==> config.mk <==
export PLATFORM = sky130hd
export DESIGN_NAME = bsi_interlock
export DESIGN_NICKNAME = d
export VERILOG_FILES = /design/src/bsi_pkg.sv /design/src/bsi_link_if.sv /design/src/bsi_contact_cond.sv /design/src/bsi_fan_timer.sv /design/src/bsi_interlock.sv
export SDC_FILE = /design/constraint.sdc
export NUM_CORES = 1
export LEC_CHECK = 0
export BUFFER_PORTS_ARGS = -buffer_cell sky130_fd_sc_hd__buf_2
export CAP_MARGIN = 40
export CORE_MARGIN = 3
export CORE_UTILIZATION = 45
export CTS_CLUSTER_SIZE = 12
export DETAILED_ROUTE_END_ITERATION = 12
export SLEW_MARGIN = 0
export SYNTH_ARGS = -nofsm -noshare
export SYNTH_HDL_FRONTEND = slang
export SYNTH_SLANG_ARGS = --single-unit
==> constraint.sdc <==
create_clock -name CLK -period 2.3 [get_ports CLK]
set_clock_uncertainty 0.15 [all_clocks]
set_input_delay 0 -clock CLK [delete_from_list [all_inputs] [get_ports CLK]]
set_output_delay 0 -clock CLK [all_outputs]
set_load 0.01 [all_outputs]
==> src/bsi_pkg.sv <==
// Shared types and constants for the binary input safety interlock.
// Assumes a single 10 MHz system clock and an active-low async reset.

package bsi_pkg;

	// ============================================================
	// Types
	typedef enum logic [1:0] {BSI_POL_NO, BSI_POL_NC, BSI_POL_UNUSED}
		bsi_pol_t;
	typedef enum logic [1:0] {BSI_OCC_OCCUPIED, BSI_OCC_STANDBY,
		BSI_OCC_UNOCC} bsi_occ_t;
	typedef enum logic [1:0] {BSI_VOVR_NONE, BSI_VOVR_OPEN,
		BSI_VOVR_CLOSE} bsi_vovr_t;
	typedef enum logic [2:0] {BSI_TST_IDLE, BSI_TST_FAN, BSI_TST_VLV_OPEN,
		BSI_TST_VLV_CLOSE, BSI_TST_COMP, BSI_TST_HEAT,
		BSI_TST_DAMPER} bsi_test_t;

	// ============================================================
	// Input positions
	localparam int BSI_NUM_INPUTS = 4;
	localparam int BSI_IDX_FREEZE = 0;
	localparam int BSI_IDX_CONDENSATE = 1;
	localparam int BSI_IDX_SPARE = 2;
	localparam int BSI_IDX_FAN_PROOF = 3;

	// ============================================================
	// Timing
	localparam int BSI_CLK_HZ = 10_000_000;
	localparam int BSI_FAN_PROOF_TIME_S = 60;
	localparam logic [31:0] BSI_FAN_PROOF_CYCLES =
		32'(longint'(BSI_FAN_PROOF_TIME_S) * longint'(BSI_CLK_HZ));
	localparam int BSI_AUTO_RECOVER_TIME_S = 300;
	localparam logic [31:0] BSI_AUTO_RECOVER_CYCLES =
		32'(longint'(BSI_AUTO_RECOVER_TIME_S) * longint'(BSI_CLK_HZ));
	localparam logic [1:0] BSI_AUTO_RETRY_MAX = 2'h3;

	// ============================================================
	// Reset values
	localparam logic BSI_BIT_RST = 1'b0;
	localparam logic [1:0] BSI_RETRY_RST = 2'h0;
	localparam logic [31:0] BSI_CNT_RST = 32'h0000_0000;
	localparam logic [3:0] BSI_NIB_RST = 4'h0;

endpackage

==> src/bsi_link_if.sv <==
// Carrier between the contact conditioner, fan proof timer and core.
// Assumes all parties run on the same system clock.

`timescale 1ns/1ps

interface bsi_link_if;
	logic [3:0] asserted;       // Conditioned contacts, 1 = active
	logic       fan_cmd;        // Fan actually commanded on
	logic       fan_proof_used; // Fan proof input configured in use
	logic       fan_fail_evt;   // One-cycle fan proof timeout

	modport cond (output asserted);
	modport timer (input asserted, input fan_cmd, input fan_proof_used,
		output fan_fail_evt);
	modport core (input asserted, input fan_fail_evt,
		output fan_cmd, output fan_proof_used);
endinterface

==> src/bsi_contact_cond.sv <==
// Contact conditioner: synchronises the four contact pins and maps each
// through its polarity setting. Assumes pins are high when closed.

`timescale 1ns/1ps

module bsi_contact_cond
(
	// Clock and reset
	input  wire logic             clk,
	input  wire logic             rst_n,
	// Contacts and configuration
	input  wire logic [3:0]       contact_closed,
	input  wire bsi_pkg::bsi_pol_t pol [4],
	// Conditioned result
	bsi_link_if.cond              lk
);

	logic [3:0] sync1_reg;
	logic [3:0] sync2_reg;
	logic [3:0] asserted_reg;
	logic [3:0] asserted_next;
	logic       prime1_reg;
	logic       prime2_reg;

	// ============================================================
	// Polarity mapping, one slice per input
	for (genvar i = 0; i < bsi_pkg::BSI_NUM_INPUTS; i++)
	begin : g_in
		// Unused inputs read as idle so they never trip anything; all
		// inputs stay idle until the synchroniser holds a real pin sample,
		// since its reset zeros look like an open safety contact
		always_comb
		begin
			if (!prime2_reg)
				asserted_next[i] = 1'b0;
			else
				unique case (pol[i])
					bsi_pkg::BSI_POL_NO:     asserted_next[i] = sync2_reg[i];
					bsi_pkg::BSI_POL_NC:     asserted_next[i] = !sync2_reg[i];
					bsi_pkg::BSI_POL_UNUSED: asserted_next[i] = 1'b0;
					default:                 asserted_next[i] = 1'b0;
				endcase
		end

	end

	// Two-stage synchroniser then registered result
	always_ff @(posedge clk or negedge rst_n)
	begin
		if (!rst_n)
		begin
			sync1_reg    <= bsi_pkg::BSI_NIB_RST;
			sync2_reg    <= bsi_pkg::BSI_NIB_RST;
			asserted_reg <= bsi_pkg::BSI_NIB_RST;
			prime1_reg   <= bsi_pkg::BSI_BIT_RST;
			prime2_reg   <= bsi_pkg::BSI_BIT_RST;
		end
		else
		begin
			sync1_reg    <= contact_closed;
			sync2_reg    <= sync1_reg;
			asserted_reg <= asserted_next;
			prime1_reg   <= 1'b1;
			prime2_reg   <= prime1_reg;
		end
	end

	assign lk.asserted = asserted_reg;
endmodule

==> src/bsi_fan_timer.sv <==
// Fan proof timer: counts while the fan is commanded and the proof
// contact is open. Assumes the limit parameter is at least two.

`timescale 1ns/1ps

module bsi_fan_timer
#(
	parameter logic [31:0] LIMIT = bsi_pkg::BSI_FAN_PROOF_CYCLES
)
(
	// Clock and reset
	input  wire logic clk,
	input  wire logic rst_n,
	// Link to the core
	bsi_link_if.timer lk
);

	logic [31:0] cnt_reg;
	logic [31:0] cnt_next;
	logic        cmd_d_reg;
	logic        evt_reg;
	logic        evt_next;
	logic        restart;

	// ============================================================
	// Counter; it saturates at the limit so one timeout gives one pulse
	always_comb
	begin
		restart  = !lk.fan_cmd || !lk.fan_proof_used ||
			lk.asserted[bsi_pkg::BSI_IDX_FAN_PROOF] ||
			(lk.fan_cmd && !cmd_d_reg);
		cnt_next = cnt_reg;
		evt_next = 1'b0;
		if (restart)
			cnt_next = bsi_pkg::BSI_CNT_RST;
		else if (cnt_reg != LIMIT)
		begin
			cnt_next = cnt_reg + 32'h1;
			evt_next = (cnt_reg == LIMIT - 32'h1);
		end
	end

	always_ff @(posedge clk or negedge rst_n)
	begin
		if (!rst_n)
		begin
			cnt_reg   <= bsi_pkg::BSI_CNT_RST;
			cmd_d_reg <= bsi_pkg::BSI_BIT_RST;
			evt_reg   <= bsi_pkg::BSI_BIT_RST;
		end
		else
		begin
			cnt_reg   <= cnt_next;
			cmd_d_reg <= lk.fan_cmd;
			evt_reg   <= evt_next;
		end
	end

	assign lk.fan_fail_evt = evt_reg;
endmodule

==> src/bsi_interlock.sv <==
// Binary input safety interlock core: latched diagnostics, safe output
// forcing, occupancy arbitration, manual test and valve override.
// Assumes command inputs come from logic on CLK; contacts and the test
// button are asynchronous pins.
//
// Overview of operation
// - Four contact inputs, each independently normally open or closed.
// - Not-used setting removes an input from control and diagnostics.
// - Third input is occupancy or generic; generic never steers outputs.
// - Freeze contact open raises the low coil temperature diagnostic.
// - Condensate float open raises the condensate overflow diagnostic.
// - Stand-alone: occupancy contact closed means unoccupied, open occupied.
// - Communicated occupancy request takes precedence over the contact.
// - Condensate diagnostic stops fan, valves, compressor, heat and damper.
// - Condensate diagnostic stays latched until a manual reset.
// - Low coil diagnostic stops fan, opens valves, closes damper.
// - Low coil diagnostic stays latched until a reset or an automatic recovery.
// - Automatic recovery tries to clear the low coil diagnostic.
// - Fan failure when commanded on and proof open for one minute.
// - Fan failure when proof fails to close one minute after start.
// - Fan failure latches and halts fan, valves and damper.
// - Generic output follows only its communicated command.
// - Manual test starts by button or comms, steps outputs in sequence.
// - Water valve override forces valves fully open or fully closed.
// - Open occupancy contact with communicated occupied gives occupied.

`timescale 1ns/1ps

module bsi_interlock
#(
	parameter logic [31:0] FAN_PROOF_CYCLES    = bsi_pkg::BSI_FAN_PROOF_CYCLES,
	parameter logic [31:0] AUTO_RECOVER_CYCLES =
		bsi_pkg::BSI_AUTO_RECOVER_CYCLES
)
(
	// Clock and reset
	input  wire logic                CLK,
	input  wire logic                RST_N,
	// Field contacts and local button, asynchronous
	input  wire logic [3:0]          CONTACT_CLOSED,
	input  wire logic                TEST_BUTTON,
	// Configuration
	input  wire bsi_pkg::bsi_pol_t   CFG_POL [4],
	input  wire logic                CFG_SPARE_GENERIC,
	// Normal control requests
	input  wire logic                FAN_REQ,
	input  wire logic                VALVE_REQ,
	input  wire logic                COMP_REQ,
	input  wire logic                HEAT_REQ,
	input  wire logic                DAMPER_REQ,
	input  wire logic                GENERIC_REQ,
	// Communicated requests
	input  wire logic                COMM_OCC_VALID,
	input  wire bsi_pkg::bsi_occ_t   COMM_OCC_REQ,
	input  wire logic                COMM_TEST,
	input  wire bsi_pkg::bsi_vovr_t  VALVE_OVERRIDE,
	input  wire logic                DIAG_RESET,
	// Unit outputs
	output logic                     FAN_ON,
	output logic                     WATER_VALVE_OPEN,
	output logic                     COMPRESSOR_ON,
	output logic                     ELEC_HEAT_ON,
	output logic                     OA_DAMPER_OPEN,
	output logic                     GENERIC_OUT,
	// Status
	output bsi_pkg::bsi_occ_t        OCC_MODE,
	output logic                     LOW_COIL_DIAG,
	output logic                     CONDENSATE_DIAG,
	output logic                     FAN_FAILURE_DIAG,
	output logic                     SPARE_INPUT_STATE,
	output logic                     TEST_ACTIVE
);

	bsi_link_if lk ();

	logic coil_freeze_input;
	logic condensate_input;
	logic occupancy_or_spare_input;
	logic fan_proof_input;

	// ============================================================
	// Input conditioning and fan proof timing
	bsi_contact_cond u_cond
	(
		.clk            (CLK),
		.rst_n          (RST_N),
		.contact_closed (CONTACT_CLOSED),
		.pol            (CFG_POL),
		.lk             (lk.cond)
	);

	bsi_fan_timer #(.LIMIT(FAN_PROOF_CYCLES)) u_fan
	(
		.clk   (CLK),
		.rst_n (RST_N),
		.lk    (lk.timer)
	);

	// Named views of the conditioned contacts
	assign coil_freeze_input        = lk.asserted[bsi_pkg::BSI_IDX_FREEZE];
	assign condensate_input         = lk.asserted[bsi_pkg::BSI_IDX_CONDENSATE];
	assign occupancy_or_spare_input = lk.asserted[bsi_pkg::BSI_IDX_SPARE];
	assign fan_proof_input          = lk.asserted[bsi_pkg::BSI_IDX_FAN_PROOF];
	assign lk.fan_proof_used =
		CFG_POL[bsi_pkg::BSI_IDX_FAN_PROOF] != bsi_pkg::BSI_POL_UNUSED;

	// ============================================================
	// Test trigger: button synchronised, both sources edge-detected
	logic btn_s1_reg;
	logic btn_s2_reg;
	logic btn_d_reg;
	logic comm_d_reg;
	logic test_trig;

	always_comb
	begin
		test_trig = (btn_s2_reg && !btn_d_reg) || (COMM_TEST && !comm_d_reg);
	end

	always_ff @(posedge CLK or negedge RST_N)
	begin
		if (!RST_N)
		begin
			btn_s1_reg <= bsi_pkg::BSI_BIT_RST;
			btn_s2_reg <= bsi_pkg::BSI_BIT_RST;
			btn_d_reg  <= bsi_pkg::BSI_BIT_RST;
			comm_d_reg <= bsi_pkg::BSI_BIT_RST;
		end
		else
		begin
			btn_s1_reg <= TEST_BUTTON;
			btn_s2_reg <= btn_s1_reg;
			btn_d_reg  <= btn_s2_reg;
			comm_d_reg <= COMM_TEST;
		end
	end

	// ============================================================
	// Manual test sequence: each trigger moves to the next step
	bsi_pkg::bsi_test_t test_reg;
	bsi_pkg::bsi_test_t test_next;

	always_comb
	begin
		test_next = test_reg;
		if (test_trig)
		begin
			unique case (test_reg)
				bsi_pkg::BSI_TST_IDLE:      test_next = bsi_pkg::BSI_TST_FAN;
				bsi_pkg::BSI_TST_FAN:       test_next = bsi_pkg::BSI_TST_VLV_OPEN;
				bsi_pkg::BSI_TST_VLV_OPEN:  test_next = bsi_pkg::BSI_TST_VLV_CLOSE;
				bsi_pkg::BSI_TST_VLV_CLOSE: test_next = bsi_pkg::BSI_TST_COMP;
				bsi_pkg::BSI_TST_COMP:      test_next = bsi_pkg::BSI_TST_HEAT;
				bsi_pkg::BSI_TST_HEAT:      test_next = bsi_pkg::BSI_TST_DAMPER;
				bsi_pkg::BSI_TST_DAMPER:    test_next = bsi_pkg::BSI_TST_IDLE;
				default:                    test_next = bsi_pkg::BSI_TST_IDLE;
			endcase
		end
	end

	always_ff @(posedge CLK or negedge RST_N)
	begin
		if (!RST_N)
			test_reg <= bsi_pkg::BSI_TST_IDLE;
		else
			test_reg <= test_next;
	end

	// ============================================================
	// Latched diagnostics; a new trip wins over a clear in the same cycle
	logic        low_coil_reg;
	logic        low_coil_next;
	logic        cond_reg;
	logic        cond_next;
	logic        fan_fail_reg;
	logic        fan_fail_next;
	logic [1:0]  retry_reg;
	logic [1:0]  retry_next;
	logic [31:0] recov_reg;
	logic [31:0] recov_next;

	always_comb
	begin
		cond_next     = cond_reg;
		low_coil_next = low_coil_reg;
		fan_fail_next = fan_fail_reg;
		retry_next    = retry_reg;
		recov_next    = bsi_pkg::BSI_CNT_RST;
		// Retries are bounded so a coil that keeps freezing needs a person
		if (low_coil_reg && !coil_freeze_input && retry_reg !=
			bsi_pkg::BSI_AUTO_RETRY_MAX)
		begin
			if (recov_reg == AUTO_RECOVER_CYCLES - 32'h1)
			begin
				low_coil_next = 1'b0;
				retry_next    = retry_reg + 2'h1;
			end
			else
				recov_next = recov_reg + 32'h1;
		end
		if (DIAG_RESET)
		begin
			cond_next     = 1'b0;
			low_coil_next = 1'b0;
			fan_fail_next = 1'b0;
			retry_next    = bsi_pkg::BSI_RETRY_RST;
		end
		if (condensate_input)
			cond_next = 1'b1;
		if (coil_freeze_input)
			low_coil_next = 1'b1;
		if (lk.fan_fail_evt)
			fan_fail_next = 1'b1;
	end

	always_ff @(posedge CLK or negedge RST_N)
	begin
		if (!RST_N)
		begin
			cond_reg     <= bsi_pkg::BSI_BIT_RST;
			low_coil_reg <= bsi_pkg::BSI_BIT_RST;
			fan_fail_reg <= bsi_pkg::BSI_BIT_RST;
			retry_reg    <= bsi_pkg::BSI_RETRY_RST;
			recov_reg    <= bsi_pkg::BSI_CNT_RST;
		end
		else
		begin
			cond_reg     <= cond_next;
			low_coil_reg <= low_coil_next;
			fan_fail_reg <= fan_fail_next;
			retry_reg    <= retry_next;
			recov_reg    <= recov_next;
		end
	end

	// ============================================================
	// Output arbitration: normal, override, test, then diagnostics last
	logic              fan_next;
	logic              valve_next;
	logic              comp_next;
	logic              heat_next;
	logic              damper_next;
	logic              hw_unocc;
	bsi_pkg::bsi_occ_t occ_next;

	always_comb
	begin
		fan_next    = FAN_REQ;
		valve_next  = VALVE_REQ;
		comp_next   = COMP_REQ;
		heat_next   = HEAT_REQ;
		damper_next = DAMPER_REQ;
		if (VALVE_OVERRIDE == bsi_pkg::BSI_VOVR_OPEN)
			valve_next = 1'b1;
		else if (VALVE_OVERRIDE == bsi_pkg::BSI_VOVR_CLOSE)
			valve_next = 1'b0;
		if (test_reg != bsi_pkg::BSI_TST_IDLE)
		begin
			fan_next    = test_reg == bsi_pkg::BSI_TST_FAN;
			valve_next  = test_reg == bsi_pkg::BSI_TST_VLV_OPEN;
			comp_next   = test_reg == bsi_pkg::BSI_TST_COMP;
			heat_next   = test_reg == bsi_pkg::BSI_TST_HEAT;
			damper_next = test_reg == bsi_pkg::BSI_TST_DAMPER;
		end
		// Compressor and heat are dropped with the fan to avoid dead air
		if (fan_fail_reg)
		begin
			fan_next    = 1'b0;
			valve_next  = 1'b0;
			comp_next   = 1'b0;
			heat_next   = 1'b0;
			damper_next = 1'b0;
		end
		if (low_coil_reg)
		begin
			fan_next    = 1'b0;
			valve_next  = 1'b1;
			comp_next   = 1'b0;
			heat_next   = 1'b0;
			damper_next = 1'b0;
		end
		if (cond_reg)
		begin
			fan_next    = 1'b0;
			valve_next  = 1'b0;
			comp_next   = 1'b0;
			heat_next   = 1'b0;
			damper_next = 1'b0;
		end
		// Generic use or not-used leaves the contact idle, so occupied
		hw_unocc = occupancy_or_spare_input && !CFG_SPARE_GENERIC;
		if (COMM_OCC_VALID)
		begin
			unique case (COMM_OCC_REQ)
				bsi_pkg::BSI_OCC_UNOCC:   occ_next = bsi_pkg::BSI_OCC_UNOCC;
				bsi_pkg::BSI_OCC_STANDBY: occ_next = bsi_pkg::BSI_OCC_STANDBY;
				default:                  occ_next = hw_unocc ?
					bsi_pkg::BSI_OCC_STANDBY : bsi_pkg::BSI_OCC_OCCUPIED;
			endcase
		end
		else
			occ_next = hw_unocc ? bsi_pkg::BSI_OCC_UNOCC :
				bsi_pkg::BSI_OCC_OCCUPIED;
	end

	always_ff @(posedge CLK or negedge RST_N)
	begin
		if (!RST_N)
		begin
			FAN_ON            <= bsi_pkg::BSI_BIT_RST;
			WATER_VALVE_OPEN  <= bsi_pkg::BSI_BIT_RST;
			COMPRESSOR_ON     <= bsi_pkg::BSI_BIT_RST;
			ELEC_HEAT_ON      <= bsi_pkg::BSI_BIT_RST;
			OA_DAMPER_OPEN    <= bsi_pkg::BSI_BIT_RST;
			GENERIC_OUT       <= bsi_pkg::BSI_BIT_RST;
			OCC_MODE          <= bsi_pkg::BSI_OCC_OCCUPIED;
			SPARE_INPUT_STATE <= bsi_pkg::BSI_BIT_RST;
			TEST_ACTIVE       <= bsi_pkg::BSI_BIT_RST;
		end
		else
		begin
			FAN_ON            <= fan_next;
			WATER_VALVE_OPEN  <= valve_next;
			COMPRESSOR_ON     <= comp_next;
			ELEC_HEAT_ON      <= heat_next;
			OA_DAMPER_OPEN    <= damper_next;
			GENERIC_OUT       <= GENERIC_REQ;
			OCC_MODE          <= occ_next;
			SPARE_INPUT_STATE <= occupancy_or_spare_input;
			TEST_ACTIVE       <= test_reg != bsi_pkg::BSI_TST_IDLE;
		end
	end

	// Diagnostic flags are the latches themselves
	assign LOW_COIL_DIAG    = low_coil_reg;
	assign CONDENSATE_DIAG  = cond_reg;
	assign FAN_FAILURE_DIAG = fan_fail_reg;
	assign lk.fan_cmd       = FAN_ON;
endmodule

==> flow_metrics.env, run 1 <==
export IMPL_outcome="finished clean"
export IMPL_cts_tree="built"
export IMPL_timing_hold_ws_ns=0.0338
export IMPL_met2_length_um=5140
export IMPL_firstDrtPassIters=4
export IMPL_fmax_ghz=0.465
export IMPL_rsz0062_at_grt="no"
export IMPL_routed_via_count=3713
export IMPL_cp_start_kind="register"
export IMPL_first_global_vias=3595
export IMPL_path_cells="nor4_1, nand4_1, or3_4, o21ai_4, buf_4, nor2_1"
export IMPL_detail_route_antenna_nets=0
export IMPL_r2r_end="recov_reg[4]$_DFF_PN0_"
export IMPL_grt_pass1_wl_um=17100
export IMPL_yosysTopAreaCell="dfrtp_1"
export IMPL_fp_dieArea_um2=12000
export IMPL_core_area_um2=10400
export IMPL_core_rowCount=37
export IMPL_period_share_pct=93.6
export IMPL_antenna_found_initial=0
export IMPL_end_kind="register"
export IMPL_synth_area_leaders="dfrtp_1, xnor2_1, nor2_1"
export IMPL_cts_buffer_depth=2
export IMPL_port_buffers=41
export IMPL_grt_max_degree=42
export IMPL_cp_max_fo=6
export IMPL_grt_ovfl_total=0
export IMPL_setup_tns_final_ns=0
export IMPL_pwr_density_cell_nw_per_um2=606
export IMPL_ys_warn_count=0
export IMPL_place_gp_congestion=0.850
export IMPL_path_clk_slew_ns=0.10
export IMPL_ys_ff_latch=102
export IMPL_io_pins=42
export IMPL_ir_drop_mv=0.455
export IMPL_ys_types=48
export IMPL_start_util_pct=46.6
export IMPL_maxCapViolCount=0
export IMPL_grt_usage_pct=18.2
export IMPL_drive_above_1_share_pct=16.9
export IMPL_seq_area_um2=2550
export IMPL_routed_wl_um=10200
export IMPL_die_x_um=110
export IMPL_cts_buffers=9
export IMPL_fillers=918
export IMPL_slowest_delay_ns=0.43
export IMPL_clkLatencyLatePin_ns=0.37
export IMPL_syn_inst=481
export IMPL_ctsRootBufferMaster="clkbuf_8"
export IMPL_p_leak_nw=2.44
export IMPL_vias_per_cell=5.23
export IMPL_required_ns=2.41
export IMPL_synth_top_area_share_pct=52.8
export IMPL_avgRoutedWirePerCell_um=14.4
export IMPL_synth_async_sr_flop_share_pct=100
export IMPL_seq_area_frac_synth_pct=52.8
export IMPL_hold_viol=0
export IMPL_dp_final_hpwl_um=6860
export IMPL_drtIter0Drc=158
export IMPL_finalSetupViolCount=0
export IMPL_syn_num_nets=516
export IMPL_synthesis_area_um2=4830
export IMPL_multi_input_area_um2=2150
export IMPL_r2r_start="recov_reg[27]$_DFF_PN0_"
export IMPL_final_max_slew_viol_count=0
export IMPL_worstSetupPathType="reg -> reg"
export IMPL_cts_htree_levels=3
export IMPL_drc=0
export IMPL_cp_startpoint="recov_reg[27]$_DFF_PN0_"
export IMPL_power_total_mw=3.54
export IMPL_r2r_slack_ns=0.15
export IMPL_wl_met3_um=355
export IMPL_die_y_um=110
export IMPL_fin_crit_ns=2.15
export IMPL_nets=604
export IMPL_met1Wirelength_um=4580
export IMPL_min_path_type="in -> async"
export IMPL_syn_area_per_cell_um2=10.0
export IMPL_n_antenna_cell=0
export IMPL_arrival_ns=2.27
export IMPL_topRoutingLayerUsed="met4"
export IMPL_reg2reg_depth=6
export IMPL_cpMaxStageDelayCell="dfrtp_1"
export IMPL_critPathCapture="recov_reg[4]$_DFF_PN0_"
export IMPL_synth_edf_count=0
export IMPL_synth_flop_cell="dfrtp_1"
export IMPL_clock_sinks=102
export IMPL_synthToLayoutAreaGrowth_pct=21.1
worst min-delay path by stage:
stage,slack [ns],endpoint,cells past startpoint
floorplan,-0.45,COMPRESSOR_ON$_DFF_PN0_,0
global placement,-0.17,recov_reg[22]$_DFF_PN0_,1
detailed placement,-0.16,recov_reg[29]$_DFF_PN0_,1
CTS,0.02,GENERIC_OUT$_DFF_PN0_,3
global route,0.04,GENERIC_OUT$_DFF_PN0_,3
finish,0.03,GENERIC_OUT$_DFF_PN0_,3
kinds of logic (layout without fill, tap and decap cells):
kind of cell             after synthesis  in the layout  share of synthesized area [%]
buffers and inverters                 36            128                           3.13
flip-flops                           102            102                           52.8
AO/OA/AOI/OAI                         41             42                           5.18
multiplexers                           5              5                           1.06
adder cells (fa/ha/maj)                7              7                           1.76
other                                  1              1                         0.0776
AND/OR/NAND/NOR                      237            237                           26.5
XOR/XNOR                              52             52                           9.43
per-layer routing:
layer  vias to the layer above  GRT usage, %
li1                       1851             -
met1                      1791          23.8
met2                        57          29.9
met3                        14          4.46
met4                         0          5.70
met5                         -             0
cell type report:
class | instances | area share (%)
inverters | 19 | 1.22
multi-input cells | 344 | 36.7
clock inverters | 5 | 1.13
clock buffers | 11 | 2.42
flip-flops and latches | 102 | 43.6
well taps | 136 | 2.91
repair buffers | 93 | 12.0
worst max-delay path, delay by kind of cell, from the launching register on:
family / cells / cell delay, ns
buf+inv: 1 / 0.19
simple gates: 4 / 1.00
flops: 1 / 0.43
compound gates: 1 / 0.27
what timing repair did:
| action | 4_1_cts | 5_1_grt |
|---|---|---|
| buffers inserted | 0 | 4 |
| hold endpoints to repair | 128 | 0 |
| hold buffers | 28 | 0 |
| resized for setup | 0 | 2 |
| endpoints found under the setup margin | 0 | 19 |
synthesized netlist by cell type, drive strengths merged (2+ instances only):
| master | number |
|---|---|
| mux2i | 4 |
| a31oi | 3 |
| o21ai | 9 |
| dfrtp | 102 |
| xnor2 | 37 |
| and4 | 4 |
| or4 | 7 |
| inv | 19 |
| and2 | 6 |
| and3 | 12 |
| nand4 | 18 |
| clkbuf | 12 |
| nor3 | 18 |
| nor4b | 4 |
| nor4 | 15 |
| a21o | 2 |
| nor2 | 68 |
| or3 | 11 |
| o31ai | 4 |
| a21oi | 18 |
| nand3 | 34 |
| nand2b | 3 |
| nor3b | 6 |
| nand2 | 26 |
| xor2 | 15 |
| nor2b | 2 |
| buf | 5 |
| o21a | 2 |
| ha | 6 |
per-stage QoR:
step | cell area [um^2] | util, % | instances | setup WS, ns
4_1_cts | 5800 | 55.9 | 705 | 0.0250
2_1_floorplan | 4830 | - | 481 | 0.319
6_report | 5850 | 56.4 | 710 | 0.148
3_5_place_dp | 5300 | 51.1 | 661 | 0.0512
3_3_place_gp | 5300 | 51.1 | 661 | 0.118
5_1_grt | 5850 | 56.4 | 710 | 0.0346
cells in the final DEF, fill, tap and decap left out, types with 4 or more instances in the layout:
| cell type | instances |
|---|---|
| and3_1 | 12 |
| nand2_1 | 25 |
| ha_1 | 6 |
| buf_2 | 40 |
| mux2i_1 | 4 |
| nor3b_1 | 6 |
| clkbuf_8 | 10 |
| nand4_1 | 17 |
| nand3_1 | 33 |
| buf_4 | 23 |
| a21oi_1 | 18 |
| o21ai_0 | 8 |
| nor2_1 | 68 |
| dlygate4sd3_1 | 27 |
| xnor2_1 | 37 |
| inv_1 | 19 |
| or4_1 | 7 |
| nor4_1 | 13 |
| xor2_1 | 15 |
| o31ai_1 | 4 |
| nor3_1 | 17 |
| and2_1 | 6 |
| or3_1 | 10 |
| dfrtp_1 | 102 |
power breakdown:
group	internal (mW)	switching, mW	leakage (nW)
Combinational	0.195	0.195	0.965
Clock	0.547	0.627	0.102
Sequential	1.89	0.0961	1.37
No activity file was read; power rests on OpenSTA's default activity.
==> run 2: changes to the inputs <==
--- a/config.mk
+++ b/config.mk
@@ -7,7 +7,6 @@
 export LEC_CHECK = 0
 export BUFFER_PORTS_ARGS = -buffer_cell sky130_fd_sc_hd__buf_2
 export CAP_MARGIN = 40
-export CORE_MARGIN = 3
 export CORE_UTILIZATION = 45
 export CTS_CLUSTER_SIZE = 12
 export DETAILED_ROUTE_END_ITERATION = 12
==> flow_metrics.env, run 2 (synthesis results as in run 1) <==
export IMPL_place_gp_congestion=0.893
export IMPL_grt_ovfl_total=0
export IMPL_slew_headroom_pct=64.7
export IMPL_ir_drop_mv=0.433
export IMPL_vias_per_cell=5.29
export IMPL_antenna_found_initial=0
export IMPL_path_clk_slew_ns=0.10
export IMPL_clkLatencyLatePin_ns=0.37
export IMPL_n_antenna_cell=0
export IMPL_core_rowCount=37
export IMPL_drc=0
export IMPL_routed_wl_um=10000
export IMPL_violations="negative hold slack"
export IMPL_synthToLayoutAreaGrowth_pct=18.7
export IMPL_required_ns=2.41
export IMPL_stdcell_count=699
export IMPL_avgRoutedWirePerCell_um=14.3
export IMPL_grt_pass1_wl_um=17200
export IMPL_met2_usage_pct=32.0
export IMPL_die_x_um=106
export IMPL_cts_htree_levels=3
export IMPL_cts_tree="built"
export IMPL_nets=593
export IMPL_stdcell_area_um2=5730
export IMPL_cp_start_kind="register"
export IMPL_io_pins=42
export IMPL_period_share_pct=93.9
export IMPL_hold_viol=7
export IMPL_cts_buffer_depth=2
export IMPL_start_util_pct=46.6
export IMPL_port_buffers=41
export IMPL_met1_usage_pct=25.8
export IMPL_r2r_slack_ns=0.14
export IMPL_fp_dieArea_um2=11200
export IMPL_end_kind="register"
export IMPL_timing_hold_ws_ns=-0.00899
export IMPL_p_leak_nw=2.38
export IMPL_fillers=931
export IMPL_fmax_ghz=0.463
export IMPL_dp_final_hpwl_um=6900
export IMPL_layout_common_cells="dfrtp_1, nor2_1, buf_2"
export IMPL_grt_busiest_layer="met2"
export IMPL_maxCapViolCount=0
export IMPL_final_max_slew_viol_count=0
export IMPL_die_y_um=106
export IMPL_grt_usage_pct=19.6
export IMPL_routed_via_count=3697
export IMPL_worstSetupPathType="reg -> reg"
export IMPL_dpl_cell_area_um2=5270
export IMPL_outcome="finished, violations left"
export IMPL_firstDrtPassIters=4
export IMPL_setup_tns_final_ns=0
export IMPL_layout_commonest_cell="dfrtp_1"
export IMPL_cp_max_fo=8
export IMPL_pwr_density_cell_nw_per_um2=601
export IMPL_clock_sinks=102
export IMPL_first_global_vias=3594
export IMPL_fin_crit_ns=2.16
export IMPL_min_path_type="in -> async"
export IMPL_ctsRootBufferMaster="clkbuf_8"
export IMPL_finalSetupViolCount=0
export IMPL_drtIter0Drc=209
export IMPL_grt_max_degree=43
export IMPL_worst_slew_pin_slew_ns=0.524
export IMPL_arrival_ns=2.27
export IMPL_drive_above_1_share_pct=15.3
export IMPL_placed_cells=656
export IMPL_core_area_um2=10400
export IMPL_use_met3_pct=3.96
export IMPL_rsz0062_at_grt="no"
export IMPL_detail_route_antenna_nets=0
export IMPL_cts_buffers=9
-- run 2: worst paths after layout --
| path | start | endpoint | cells after the start |
|---|---|---|---|
| worst min register to register | u_cond.sync1_reg[1]$_DFF_PN0_ | u_cond.sync2_reg[1]$_DFF_PN0_ | 0 |
| worst max-delay path | recov_reg[27]$_DFF_PN0_ | recov_reg[13]$_DFF_PN0_ | 6 |
| worst max register to register | recov_reg[27]$_DFF_PN0_ | recov_reg[13]$_DFF_PN0_ | 6 |
| worst min-delay path | RST_N | recov_reg[28]$_DFF_PN0_ | 2 |
| min in group CLK | CFG_POL[0] | u_fan.lk.fan_fail_evt$_DFF_PN0_ | 5 |
| max in group asynchronous | RST_N | u_cond.sync2_reg[2]$_DFF_PN0_ | 3 |
-- run 2: area by class of cell --
type | instances | area [um^2] | share of cell area, %
clock buffers | 11 | 151 | 2.64
clock inverters | 5 | 41.3 | 0.720
inverters | 19 | 71.3 | 1.24
multi-input cells | 343 | 2130 | 37.2
flip-flops and latches | 102 | 2550 | 44.5
well taps | 136 | 170 | 2.97
repair buffers | 83 | 616 | 10.7
-- run 2: timing repair --
item / CTS / global route
setup buffers: 0 / 0
endpoints found under the hold margin: 128 / 0
hold buffers: 27 / 0
resized for setup: 0 / 1
setup endpoints to repair: 0 / 1
-- run 2: where the power goes --
group	internal [mW]	switching, mW
clock	0.464	0.625
combinational	0.182	0.189
sequential	1.89	0.0985
-- run 2: metal layers --
metal / vias up / wire [um]
li1: 1820 / -
met1: 1800 / 4720
met2: 57 / 4800
met3: 20 / 282
met4: 0 / 197
met5: - / 0
-- run 2: worst max-delay path, cell delays in order, from the launching register on --
cell,delay [ns]
dfrtp_1,0.45
nor4_1,0.37
nand4_1,0.22
or3_4,0.41
o21ai_4,0.20
buf_4,0.20
nor2_1,0.06
-- run 2: stage by stage --
step	setup slack, ns	util (%)	hold slack, ns	power (mW)
CTS	0.145	55.2	0.00487	3.50
global route	0.0568	55.3	0.0179	3.63
floorplan	0.319	-	-0.446	2.20
detailed placement	0.162	50.8	-0.128	2.36
global placement	0.229	50.8	-0.137	2.35
finish	0.141	55.3	-0.00899	3.44
==> run 3: changes to the inputs <==
--- a/config.mk
+++ b/config.mk
@@ -7,10 +7,11 @@
 export LEC_CHECK = 0
 export BUFFER_PORTS_ARGS = -buffer_cell sky130_fd_sc_hd__buf_2
 export CAP_MARGIN = 40
-export CORE_UTILIZATION = 45
+export CORE_UTILIZATION = 30
 export CTS_CLUSTER_SIZE = 12
 export DETAILED_ROUTE_END_ITERATION = 12
 export SLEW_MARGIN = 0
 export SYNTH_ARGS = -nofsm -noshare
 export SYNTH_HDL_FRONTEND = slang
+export SYNTH_HIERARCHICAL = 1
 export SYNTH_SLANG_ARGS = --single-unit
==> flow_metrics.env, run 3 <==
export IMPL_outcome="finished clean"
export IMPL_synthSimpleGateAreaFrac_pct=28.2
export IMPL_postCtsSetupBuffers=0
export IMPL_synthesis_area_um2=5000
export IMPL_worst_slew_pin_slew_ns=0.603
export IMPL_setup_ws_ns=0.0551
export IMPL_rsz0062_at_grt="yes"
export IMPL_cts_htree_levels=3
export IMPL_cp_start_kind="register"
export IMPL_cts_buffers=9
export IMPL_synth_edf_count=0
export IMPL_vias_per_cell=5.10
export IMPL_place_gp_congestion=0.820
export IMPL_synth_commonest_cells="dfrtp_1, nor2_1, nand2_1"
export IMPL_ys_types=50
export IMPL_clkLatencyLatePin_ns=0.35
export IMPL_fin_crit_ns=2.24
export IMPL_grt_pass1_wl_um=19200
export IMPL_period_share_pct=97.6
export IMPL_core_rowCount=46
export IMPL_slew_headroom_pct=59.8
export IMPL_detail_route_antenna_nets=0
export IMPL_clock_sinks=102
export IMPL_setup_tns_final_ns=0
export IMPL_drive_above_1_share_pct=18.6
export IMPL_fp_dieArea_um2=17200
export IMPL_firstDrtPassIters=5
export IMPL_path_cells="or4b_4, or4_4, nor4_4, mux2i_1, nor2_1"
export IMPL_nets=632
export IMPL_n_antenna_cell=0
export IMPL_grt_usage_pct=14.4
export IMPL_cp_max_fo=4
export IMPL_routed_wl_um=11500
export IMPL_drc=0
export IMPL_worstSetupPathType="reg -> reg"
export IMPL_slowest_delay_ns=0.54
export IMPL_synthToLayoutAreaGrowth_pct=25.1
export IMPL_pwr_density_cell_nw_per_um2=630
export IMPL_synth_top_family_by_area="simple AND/OR/NAND/NOR gates"
export IMPL_synth_top_area_share_pct=51.1
export IMPL_cts_tree="built"
export IMPL_dp_final_hpwl_um=8160
export IMPL_ys_warn_count=6
export IMPL_seq_area_frac_synth_pct=51.1
export IMPL_layout_commonest_cell="dfrtp_1"
export IMPL_syn_area_per_cell_um2=10.0
export IMPL_synth_flop_cell="dfrtp_1"
export IMPL_yosys_area_share_xor_xnor_pct=5.96
export IMPL_fmax_ghz=0.445
export IMPL_layout_common_cells="dfrtp_1, nor2_1, nand2_1"
export IMPL_grt_max_degree=47
export IMPL_first_global_vias=3944
export IMPL_cpMaxStageDelayCell="or4b_4"
export IMPL_placed_cells=776
export IMPL_routed_via_count=4168
export IMPL_synth_area_leaders="dfrtp_1, xnor2_1, or4_1"
export IMPL_die_x_um=131
export IMPL_ys_ff_latch=102
export IMPL_arrival_ns=2.34
export IMPL_avgRoutedWirePerCell_um=14.1
export IMPL_antenna_found_initial=0
export IMPL_cp_top_family="simple AND/OR/NAND/NOR gates"
export IMPL_required_ns=2.40
export IMPL_yosysMostFrequentCell="dfrtp_1"
export IMPL_synth_compound_area_share_pct=7.81
export IMPL_core_area_um2=16100
export IMPL_min_path_type="in -> reg"
export IMPL_stdcell_area_um2=6260
export IMPL_synth_fa_ha_area_share_pct=1.70
export IMPL_fillers=1535
export IMPL_maxCapViolCount=0
export IMPL_syn_inst=498
export IMPL_cts_buffer_depth=2
export IMPL_grt_ovfl_total=0
export IMPL_drtIter0Drc=305
export IMPL_end_kind="register"
export IMPL_hold_viol=0
export IMPL_p_leak_nw=2.58
export IMPL_utilization_pct=39.0
export IMPL_final_max_slew_viol_count=0
export IMPL_die_y_um=131
export IMPL_io_pins=42
export IMPL_finalSetupViolCount=0
export IMPL_yosysTopAreaCell="dfrtp_1"
export IMPL_dpl_cell_area_um2=5670
export IMPL_critPathBufInv=0
export IMPL_syn_num_nets=533
export IMPL_path_clk_slew_ns=0.07
export IMPL_ctsRootBufferMaster="clkbuf_16"
export IMPL_synth_area_mux_share_pct=1.83
export IMPL_port_buffers=41
export IMPL_start_util_pct=31.1
export IMPL_synth_async_sr_flop_share_pct=100
export IMPL_stdcell_count=818
export IMPL_ir_drop_mv=0.355
export IMPL_dp_slack_ns=0.0435
run 3: cell types whose count changed after synthesis, sizes merged, moves of 4 or more:
cell / delta
o31ai: +9
nor2: -26
buf: +4
nand2: +15
nor3: -4
xnor2: -17
or4: +17
and2: -4
mux2i: +4
a21oi: +10
and4: +5
run 3: area by class of cell:
type	instances	area (um^2)	share of cell area, %
sequential	102	2550	40.8
multi-input combinational	360	2300	36.7
timing repair buffer	106	761	12.2
tap	216	270	4.32
clock buffer	9	225	3.60
clock inverter	7	83.8	1.34
inverter	18	67.6	1.08
run 3: logic make-up after synthesis:
logic type | after synthesis
and+or+nand+nor | 244
DFF | 102
AOI/OAI and AO/OA | 65
buffers and inverters | 36
xor gates and xnor gates | 34
muxes | 9
adders and majority gates | 7
other | 1
run 3: layer usage:
| layer | routed length [um] | vias up | part of all wire (%) | track usage, % |
|---|---|---|---|---|
| met4 | 194 | 0 | 1.7 | 6.63 |
| met5 | 0 | - | 0 | 0 |
| li1 | - | 2017 | - | - |
| met2 | 5420 | 93 | 47 | 23.2 |
| met1 | 5500 | 2046 | 48 | 19.1 |
| met3 | 407 | 12 | 3.5 | 2.31 |
run 3: where the power goes:
part	switching, mW	total (mW)	internal [mW]
combinational	0.199	0.378	0.179
clock	0.723	1.58	0.857
sequential	0.0989	1.98	1.89
run 3: what timing repair did:
action	in CTS	in global routing
gates resized for setup	0	4
hold buffers	26	0
hold endpoints to repair	78	0
setup endpoints to repair	0	6
run 3: final timing paths:
kind                            depth (start not counted)                         from                       endpoint  slack [ns]
worst max-delay path                                    5      recov_reg[18]$_DFF_PN0_       retry_reg[1]$_DFFE_PN0P_        0.06
worst min-delay path                                    4                    VALVE_REQ     WATER_VALVE_OPEN$_DFF_PN0_       0.007
worst max register to register                          5      recov_reg[18]$_DFF_PN0_       retry_reg[1]$_DFFE_PN0P_        0.06
worst min register to register                          0  u_cond/prime1_reg$_DFF_PN0_    u_cond/prime2_reg$_DFF_PN0_        0.20
max in group asynchronous                               3                        RST_N        recov_reg[30]$_DFF_PN0_        1.29
min in group asynchronous                               2                        RST_N  u_fan/cnt_reg[18]$_DFFE_PN0P_        0.04
run 3: through the flow:
stage	hold slack [ns]	total power [mW]
after floorplan	-0.446	2.21
after global placement	-0.107	2.35
after detailed placement	-0.0961	2.37
after CTS	0.00138	4.01
after global routing	0.0504	4.12
final	0.00720	3.94
run 3: worst min-delay path: stages:
cell and delay (ns):
buf_2 0.08, maj3_1 0.17, o21ai_0 0.08, a21oi_1 0.14
